==> src/design/shrhc_consts.vh <==
// Purpose: constants for the shared ram handshake controller
// Assumes: 25 MHz system clock, 8-bit data ram words, 8-bit addresses
// Notes: flag words live at fixed ram addresses inside each data ram
`ifndef SHRHC_CONSTS_VH
`define SHRHC_CONSTS_VH
// ---------------------------------------------------------------
// flag locations and encodings
// ---------------------------------------------------------------
`define SHRHC_ADDR_OUT_A 8'h7E
`define SHRHC_ADDR_IN_A 8'h7F
`define SHRHC_ADDR_OUT_B 8'hFE
`define SHRHC_ADDR_IN_B 8'hFF
`define SHRHC_IN_IDLE 2'h0
`define SHRHC_IN_REQ 2'h1
`define SHRHC_IN_FULL 2'h3
`define SHRHC_OUT_READY 1'h1
`define SHRHC_OUT_CLEAR 1'h0
// ---------------------------------------------------------------
// block layout: write block 4..87, read block 4..38
// ---------------------------------------------------------------
`define SHRHC_BLK_BASE_A 8'h00
`define SHRHC_BLK_BASE_B 8'h80
`define SHRHC_WR_FIRST 8'h04
`define SHRHC_WR_LAST 8'h57
`define SHRHC_RD_FIRST 8'h04
`define SHRHC_RD_LAST 8'h26
// ---------------------------------------------------------------
// timing
// ---------------------------------------------------------------
`define SHRHC_CLK_HZ 25000000
`define SHRHC_SLOT_NS 7812500
`define SHRHC_SLOT_CYC ((`SHRHC_SLOT_NS / 40))
`define SHRHC_RESET_ROW 4'h0
`define SHRHC_RESET_COL 4'hF
`define SHRHC_WORDS_PER_SLOT 3'h4
`endif

==> src/design/shrhc_ctrl.v <==
// Purpose: data steering controller side of the shared data ram handshake
// Assumes: one clock; ram grants and ram read data are on sys_clk
// Notes: two processors served; the search ends after p2B and has no third processor position
//   the ram port is registered, so a grant seen at one edge covers the
//   access presented during the following cycle
//   write-in words are spaced at least one cycle apart so the input source
//   can follow the registered take strobe; this halves the fill rate
//
// Operation
// - master reset starts processors at row 0 column 15
// - cycle reset pulse every 7.8125 ms slot
// - one header and three data words per slot
// - controller sets input field 11 after fill
// - no read-out unless output ready is 1
// - controller clears output ready after read-out
// - two areas, results read from same area
// - processor access wins on its ram cycles
// - transfers stall per cycle, resume without loss
// - processors independent, data only through ram
// - seven service levels, restart at level two
// - search p1A, p1B, p2A, p2B, then p3; here the search ends after p2B
// - flag words at 126, 127, 254, 255
// - one processor, one direction per block
`include "shrhc_consts.vh"

module shrhc_ctrl #(
  parameter NPROC = 2,
  parameter SLOT_CYC = `SHRHC_SLOT_CYC
) (
  input wire sys_clk,
  input wire rst_n,
  // processor side, per processor packed
  input wire [NPROC-1:0] up_mem_req,
  output reg [NPROC-1:0] up_master_reset,
  output reg [NPROC-1:0] up_cycle_reset,
  output reg [3:0] up_start_row,
  output reg [3:0] up_start_col,
  // ram port owned by the controller, one shared address/data bus
  output reg [NPROC-1:0] ram_sel,
  output reg [7:0] ram_addr,
  output reg ram_we,
  output reg [7:0] ram_wdata,
  input wire [8*NPROC-1:0] ram_rdata,
  // unit-side sources and sinks
  input wire slot_start,
  input wire synd_ready,
  input wire [7:0] in_data,
  output reg in_take,
  output reg [7:0] out_data,
  output reg out_valid,
  output reg [2:0] level,
  output reg [2:0] words_in_slot
);

  // ---------------------------------------------------------------
  // states and levels
  // ---------------------------------------------------------------
  // engine states; binary codes, one level served at a time
  localparam ST_IDLE = 3'h0;
  localparam ST_POLL = 3'h1;
  localparam ST_EVAL = 3'h2;
  localparam ST_XFER = 3'h3;
  localparam ST_FLAG = 3'h4;
  // service levels; level 1 belongs to the external slot event and is
  // only entered through a cycle reset
  localparam LV_EXT = 3'h1;
  localparam LV_RD = 3'h2;
  localparam LV_ENC_O = 3'h3;
  localparam LV_ENC_I = 3'h4;
  localparam LV_SYN_O = 3'h5;
  localparam LV_WR = 3'h6;
  localparam LV_SYN_I = 3'h7;
  localparam [22:0] SLOT_LAST = SLOT_CYC - 1;

  // ---------------------------------------------------------------
  // slot start pin synchroniser and slot watchdog
  // ---------------------------------------------------------------
  reg slot_s1_reg; // first stage, read only by the second
  reg slot_s2_reg;
  reg slot_s3_reg; // edge detect history
  reg [22:0] slot_cnt_reg;
  reg [NPROC-1:0] por_reg; // master reset held for first cycles
  wire slot_edge;

  assign slot_edge = slot_s2_reg & ~slot_s3_reg;

  // slot timer free runs; an external slot edge realigns it
  // the free-running count keeps cycle resets coming even if the slot pin
  // stops, so a hung processor is always recovered within one slot
  always @(posedge sys_clk or negedge rst_n)
  begin
    if (!rst_n)
    begin
      slot_s1_reg <= 1'b0;
      slot_s2_reg <= 1'b0;
      slot_s3_reg <= 1'b0;
      slot_cnt_reg <= 23'h000000;
      por_reg <= {NPROC{1'b1}};
      up_master_reset <= {NPROC{1'b1}};
      up_cycle_reset <= {NPROC{1'b0}};
      up_start_row <= `SHRHC_RESET_ROW;
      up_start_col <= `SHRHC_RESET_COL;
    end
    else
    begin
      slot_s1_reg <= slot_start;
      slot_s2_reg <= slot_s1_reg;
      slot_s3_reg <= slot_s2_reg;
      por_reg <= {NPROC{1'b0}};
      up_master_reset <= por_reg;
      up_start_row <= `SHRHC_RESET_ROW;
      up_start_col <= `SHRHC_RESET_COL;
      if (slot_edge || slot_cnt_reg == SLOT_LAST)
      begin
        slot_cnt_reg <= 23'h000000;
        up_cycle_reset <= {NPROC{1'b1}};
      end
      else
      begin
        slot_cnt_reg <= slot_cnt_reg + 23'h000001;
        up_cycle_reset <= {NPROC{1'b0}};
      end
    end
  end

  // same condition as the pulse above, seen by the engine in the same cycle
  // so a partial transfer is dropped as the pulse is launched
  wire cyc_rst = slot_edge || slot_cnt_reg == SLOT_LAST;

  // ---------------------------------------------------------------
  // service engine
  // ---------------------------------------------------------------
  // engine registers; cand_reg is the search position, its low bit the area
  reg [2:0] state_reg;
  reg [2:0] poll_idx_reg; // {proc, area, in/out} slot, cleared at reset and never loaded
  reg [1:0] cand_reg; // {proc, area} under test
  reg dir_rd_reg; // 1 read-out, 0 write-in
  reg [7:0] addr_reg;
  reg pend_reg; // an access is in flight
  wire [7:0] rd_mux;
  wire granted;
  wire proc_now;

  assign proc_now = cand_reg[1];
  assign rd_mux = ram_rdata[8*proc_now +: 8];
  // a processor request on this cycle takes the next ram cycle from us
  assign granted = ~up_mem_req[proc_now];

  // one level at a time; only one processor and one direction per block
  always @(posedge sys_clk or negedge rst_n)
  begin
    if (!rst_n)
    begin
      state_reg <= ST_IDLE;
      level <= LV_RD;
      cand_reg <= 2'h0;
      dir_rd_reg <= 1'b0;
      addr_reg <= 8'h00;
      pend_reg <= 1'b0;
      poll_idx_reg <= 3'h0;
      ram_sel <= {NPROC{1'b0}};
      ram_addr <= 8'h00;
      ram_we <= 1'b0;
      ram_wdata <= 8'h00;
      in_take <= 1'b0;
      out_data <= 8'h00;
      out_valid <= 1'b0;
      words_in_slot <= 3'h0;
    end
    else if (cyc_rst)
    begin
      // abandon whatever is partway through
      state_reg <= ST_IDLE;
      level <= LV_EXT;
      pend_reg <= 1'b0;
      ram_sel <= {NPROC{1'b0}};
      ram_we <= 1'b0;
      in_take <= 1'b0;
      out_valid <= 1'b0;
      words_in_slot <= 3'h0;
    end
    else
    begin
      in_take <= 1'b0;
      out_valid <= 1'b0;
      ram_we <= 1'b0;
      case (state_reg)
        // idle: pick the next level; only ram levels start a search
        // the write-in level also needs syndrome data and slot budget, else it passes through
        ST_IDLE:
        begin
          // levels without ram work are handed to other units; pass through
          if (level == LV_RD || (level == LV_WR && synd_ready &&
              words_in_slot != `SHRHC_WORDS_PER_SLOT))
          begin
            dir_rd_reg <= (level == LV_RD);
            cand_reg <= 2'h0;
            state_reg <= ST_POLL;
          end
          else
            level <= (level == LV_SYN_I) ? LV_RD : level + 3'h1;
        end
        // poll: present the flag address until a cycle is ours
        // a stolen cycle simply repeats the same flag read
        ST_POLL:
        begin
          // read the flag word for this candidate
          ram_sel <= {{(NPROC-1){1'b0}}, 1'b1} << cand_reg[1];
          ram_addr <= dir_rd_reg ?
            (cand_reg[0] ? `SHRHC_ADDR_OUT_B : `SHRHC_ADDR_OUT_A) :
            (cand_reg[0] ? `SHRHC_ADDR_IN_B : `SHRHC_ADDR_IN_A);
          if (granted)
            state_reg <= ST_EVAL;
        end
        // eval: the flag word is on the read lane of the selected ram
        // a hit starts the block, a miss moves to the next search position, a miss at p2B ends the search
        ST_EVAL:
        begin
          if (dir_rd_reg ? (rd_mux[0] == `SHRHC_OUT_READY) :
              (rd_mux[1:0] == `SHRHC_IN_REQ))
          begin
            addr_reg <= (cand_reg[0] ? `SHRHC_BLK_BASE_B : `SHRHC_BLK_BASE_A) +
              (dir_rd_reg ? `SHRHC_RD_FIRST : `SHRHC_WR_FIRST);
            state_reg <= ST_XFER;
          end
          else if (cand_reg == 2'h3)
          begin
            // no request; third processor positions are never populated
            state_reg <= ST_IDLE;
            level <= level + 3'h1;
          end
          else
          begin
            cand_reg <= cand_reg + 2'h1;
            state_reg <= ST_POLL;
          end
        end
        // block transfer: one word per cycle the ram is ours
        // a write word is not issued while in_take still stands, so the
        // registered take strobe never lets one input word land twice
        ST_XFER:
        begin
          // address stays put while the processor holds the ram
          ram_addr <= addr_reg;
          if (pend_reg && dir_rd_reg)
          begin
            out_data <= rd_mux;
            out_valid <= 1'b1;
          end
          pend_reg <= granted && !in_take;
          if (granted && !in_take)
          begin
            ram_we <= ~dir_rd_reg;
            ram_wdata <= in_data;
            in_take <= ~dir_rd_reg;
            if ({1'b0, addr_reg[6:0]} == (dir_rd_reg ? `SHRHC_RD_LAST : `SHRHC_WR_LAST))
              state_reg <= ST_FLAG;
            else
              addr_reg <= addr_reg + 8'h01;
          end
        end
        // flag: hand on the last read word, then write the closing flag
        // the block counts as done only once the flag write is granted
        ST_FLAG:
        begin
          if (pend_reg && dir_rd_reg)
          begin
            out_data <= rd_mux;
            out_valid <= 1'b1;
          end
          pend_reg <= 1'b0;
          ram_addr <= dir_rd_reg ?
            (cand_reg[0] ? `SHRHC_ADDR_OUT_B : `SHRHC_ADDR_OUT_A) :
            (cand_reg[0] ? `SHRHC_ADDR_IN_B : `SHRHC_ADDR_IN_A);
          ram_wdata <= dir_rd_reg ? {7'h00, `SHRHC_OUT_CLEAR} :
            {6'h00, `SHRHC_IN_FULL};
          // the flag is written only after the last read word has gone out
          if (granted && !pend_reg)
          begin
            ram_we <= 1'b1;
            state_reg <= ST_IDLE;
            level <= LV_RD;
            if (!dir_rd_reg)
              words_in_slot <= words_in_slot + 3'h1;
          end
        end
        // unused codes fall back to idle
        default:
          state_reg <= ST_IDLE;
      endcase
    end
  end

endmodule // shrhc_ctrl

==> config.mk <==
export PLATFORM = sky130hd
export DESIGN_NAME = shrhc_ctrl
export DESIGN_NICKNAME = d
export VERILOG_FILES = /design/src/design/shrhc_ctrl.v
export VERILOG_INCLUDE_DIRS = /design/src /design/src/design
export SDC_FILE = /design/constraint.sdc
export NUM_CORES = 1
export LEC_CHECK = 0
export ABC_AREA = 1
export ABC_CLOCK_PERIOD_IN_PS = 1650
export BUFFER_PORTS_ARGS = -buffer_cell sky130_fd_sc_hd__clkbuf_2
export CAP_MARGIN = 20
export CORE_UTILIZATION = 51
export CTS_CLUSTER_DIAMETER = 60
export DETAILED_ROUTE_END_ITERATION = 12
export PLACE_DENSITY = 0.8
export SETUP_SLACK_MARGIN = 0.1
export SLEW_MARGIN = 25
export SYNTH_ARGS = -nofsm -noshare
export SYNTH_HDL_FRONTEND = slang
export SYNTH_SLANG_ARGS = --single-unit
==> constraint.sdc <==
create_clock -name sys_clk -period 1.65 [get_ports sys_clk]
set_input_delay 0.495 -clock sys_clk [delete_from_list [all_inputs] [get_ports sys_clk]]
set_output_delay 0.495 -clock sys_clk [all_outputs]
set_load 0.02 [all_outputs]
==> run metrics <==
initial antenna violation count=0; I/O Buffers=68; clk slew on worst S/H paths=0.08 ns; fraction of final layout cells with drive strength greater than 1=0.341; slowest stage cell, crit path=dfrtp_2; number of endpoints failing setup at the final stage=0; drt via density=5.26; Switching Fraction=0.402; Starting DRT DRC Count=312; area of the core region=8220 sq um; PD cells=1410 nW/um^2; number of flip-flops in the largest register=23; depth of the CTS H-tree=3; worst reg2reg setup slack=0.02 ns; Longest Clk Path Bufs=2; Vert. Die Dim=93.9 um; warning count from the yosys run=0; Cell Rows=33; skew final=0.00897 ns; global-route wire length before repair=16200 um; metal1 wirelength=4830 um; cell-internal power=4820 uW; HP Class=primary input to async pin; clock latency on the worst-skew pair=0.36 ns; endpoint of the most critical register-to-register path=cand_reg[0]; clock tree from TritonCTS=done; Net Switching=3250 uW; global-route congestion overflow total=0; Period minus WS final=1.63 ns; leading cell type by number of instances after synthesis=nand2_1; number of flops mapped to enable cells by yosys=0; final slew viol count=0; antenna-violating nets left=0; pin count of the biggest net entering global routing=24; Area Overhead vs Synth=32.5%; source of the critical timing path=state_reg[2]; largest voltage drop on the vdd net=967 uV; post-synth top area cell=dfrtp_1; final hold violation count=0; area of all sequential standard cells=1990 sq um; leading post-synthesis cells by instance count=nand2_1, dfrtp_1, nor2_1, inv_1, nand3_1; Setup crit end kind=flop; total of flip-flops plus latches after synthesis=79; Setup Slack @ Placement=-0.0293 ns; gate family responsible for the most delay along the worst path=simple AND/OR/NAND/NOR gates; final cell area excluding filler cells=5710 sq um; top-area cell type share of the netlist area=0.441; Comb power frac=0.454; layout net count=714; number of cells on the worst reg-to-reg path=7; worst setup slack after layout=0.0175 ns; Max Cap Violations=0; unrepaired setup endpoints after global routing=yes; number of buffers inserted during clock tree synthesis=9; total length of routed wires=11500 um; peak per-stage delay on the critical path=0.46 ns; total I/O pin count=77; multi-input logic area=2210 sq um; fraction of the yosys area taken by sequential cells=0.460; Crit. path cell count=7; placed wire-length estimate=6850 um; CP bufs+invs=3; CP Data Arrival Time=1.90 ns; critical register-to-register path startpoint=state_reg[2]; upper clock frequency limit=613 MHz; outcome=completed; global-route total usage across every layer=0.236; global placement routability congestion=0.891; Clock power frac=0.204; data required time at the worst endpoint=1.92 ns; fraction of the cycle the final worst path needs=0.989; Total Negative Setup Slacks=0 ns; Detail Route met2 WL=5670 um; highest metal layer with signal wires=met4; Mapped Avg Cell Area=7.91 sq um; Critical Path Fanout Max=4; die area=8820 sq um; Synth Instances=545; final routed wire length divided by cell count=14.6 um; number of distinct library cell variants in the gate-level netlist after synthesis=40; relative contribution of sequential cells to total power=0.342; diode count=0; Post-synth ARST share=1.00; top cells by area in the synthesized netlist=dfrtp_1, nand2_1, nor2_1, nand3_1, inv_1; worst path cell trace=inv_2 > nand2_2 > nor2_2 > buf_4 > inv_1 > or2_2 > o21ai_0; final std cells w/o fill=786; Via Count=4133; end point of the critical path=cand_reg[0]; routed length on met3=549 um; Leakage=0.00293 uW; total iterations of the first detailed-routing run=6; summed instance area of the synthesized netlist=4310 sq um; count of unresolved DRC violations after routing=0; via count of the first global-routing pass=3591; flip-flop cell with the highest count after synthesis=dfrtp_1; Die Span X=93.9 um; clock sinks=79; element type at the critical path start=flop; number of placed cells counting well taps=728; starting utilization of the core area=0.524; Clock Tree Root=clkbuf_8; filler cell count in the final layout=589; type of the worst setup path=flop to flop; hold-fix buffer count after cts=0; placed cell areas=4870 sq um
-- logic make-up after synthesis --
kind of cell / synth area share
AOI/OAI and AO/OA: 0.0636
xor gates and xnor gates: 0.0264
adders and majority gates: 0.0232
buffers and inverters: 0.0865
DFF: 0.460
muxes: 0.0139
other: 0.00174
and+or+nand+nor: 0.325
-- timing repair --
item,in CTS,in global routing
resized for setup,13,62
endpoints found under the hold margin,0,0
buffers inserted,14,27
cloned,1,0
setup endpoints to repair,55,64
pin swaps,10,18
-- stage by stage --
step	hold slack, ns	power [uW]	util
global route	0.0519	8520	0.695
CTS	0.0362	7320	0.642
floorplan	0.199	4600	-
detailed placement	0.335	5520	0.593
global placement	0.334	5410	0.593
finish	0.0305	8070	0.695
-- layer usage --
layer / vias to the layer above / GRT usage
met5: - / 0
met4: 0 / 0.0833
met3: 40 / 0.0291
met2: 158 / 0.401
met1: 1964 / 0.309
li1: 1971 / -
-- layout by cell type, fill, tap and decap left out, types with 4 or more instances in the layout --
cell type  synthesis  routed
o21ai_2            3       4
inv_2              9      10
dfrtp_2            0       4
nand3_1           36      30
nand2_2            8      13
mux2i_1            6       6
nand4_1            5       5
nor2_1            76      67
ha_1               8       4
nand3_2            2       6
inv_1             44      41
nor2_2             5      11
nor3b_1            5       5
nor3_1             9       8
buf_6              3       8
a21oi_1            8       5
dfrtp_1           76      72
o21ai_0           18      17
conb_1             2       9
xor2_1            11      11
clkbuf_8           0      11
nor2_4             3       6
nand2_4            1       5
nand2_1          156     146
buf_4             14      54
clkbuf_2           0      64
buf_12             0       5
o21ai_1           12      12
-- how the worst min path moves through the flow --
stage | startpoint | endpoint | slack (ns) | cells past startpoint
finish | rst_n | words_in_slot[0] | 0.03 | 1
global route | rst_n | words_in_slot[0] | 0.05 | 1
CTS | rst_n | words_in_slot[0] | 0.04 | 1
detailed placement | slot_s1_reg | slot_s2_reg | 0.33 | 0
global placement | slot_s1_reg | slot_s2_reg | 0.33 | 0
floorplan | rst_n | addr_reg[0] | 0.20 | 0
-- area by class of cell --
cell class | instances | area share
Clock buffer | 13 | 0.0278
Inverter | 54 | 0.0375
Timing Repair Buffer | 133 | 0.166
Multi-Input combinational cell | 399 | 0.387
Clock inverter | 3 | 0.0114
Tap cell | 105 | 0.0230
Sequential cell | 79 | 0.348
-- power by group through the flow --
| stage | clock [uW] | sequential, uW | combinational, uW |
|---|---|---|---|
| 2_1_floorplan | 0 | 3070 | 1530 |
| 3_3_place_gp | 0 | 2720 | 2690 |
| 3_5_place_dp | 0 | 2750 | 2770 |
| 4_1_cts | 1640 | 2730 | 2950 |
| 5_1_grt | 1740 | 2800 | 3980 |
| 6_report | 1650 | 2760 | 3660 |
Power figures use the tool's default switching activity.
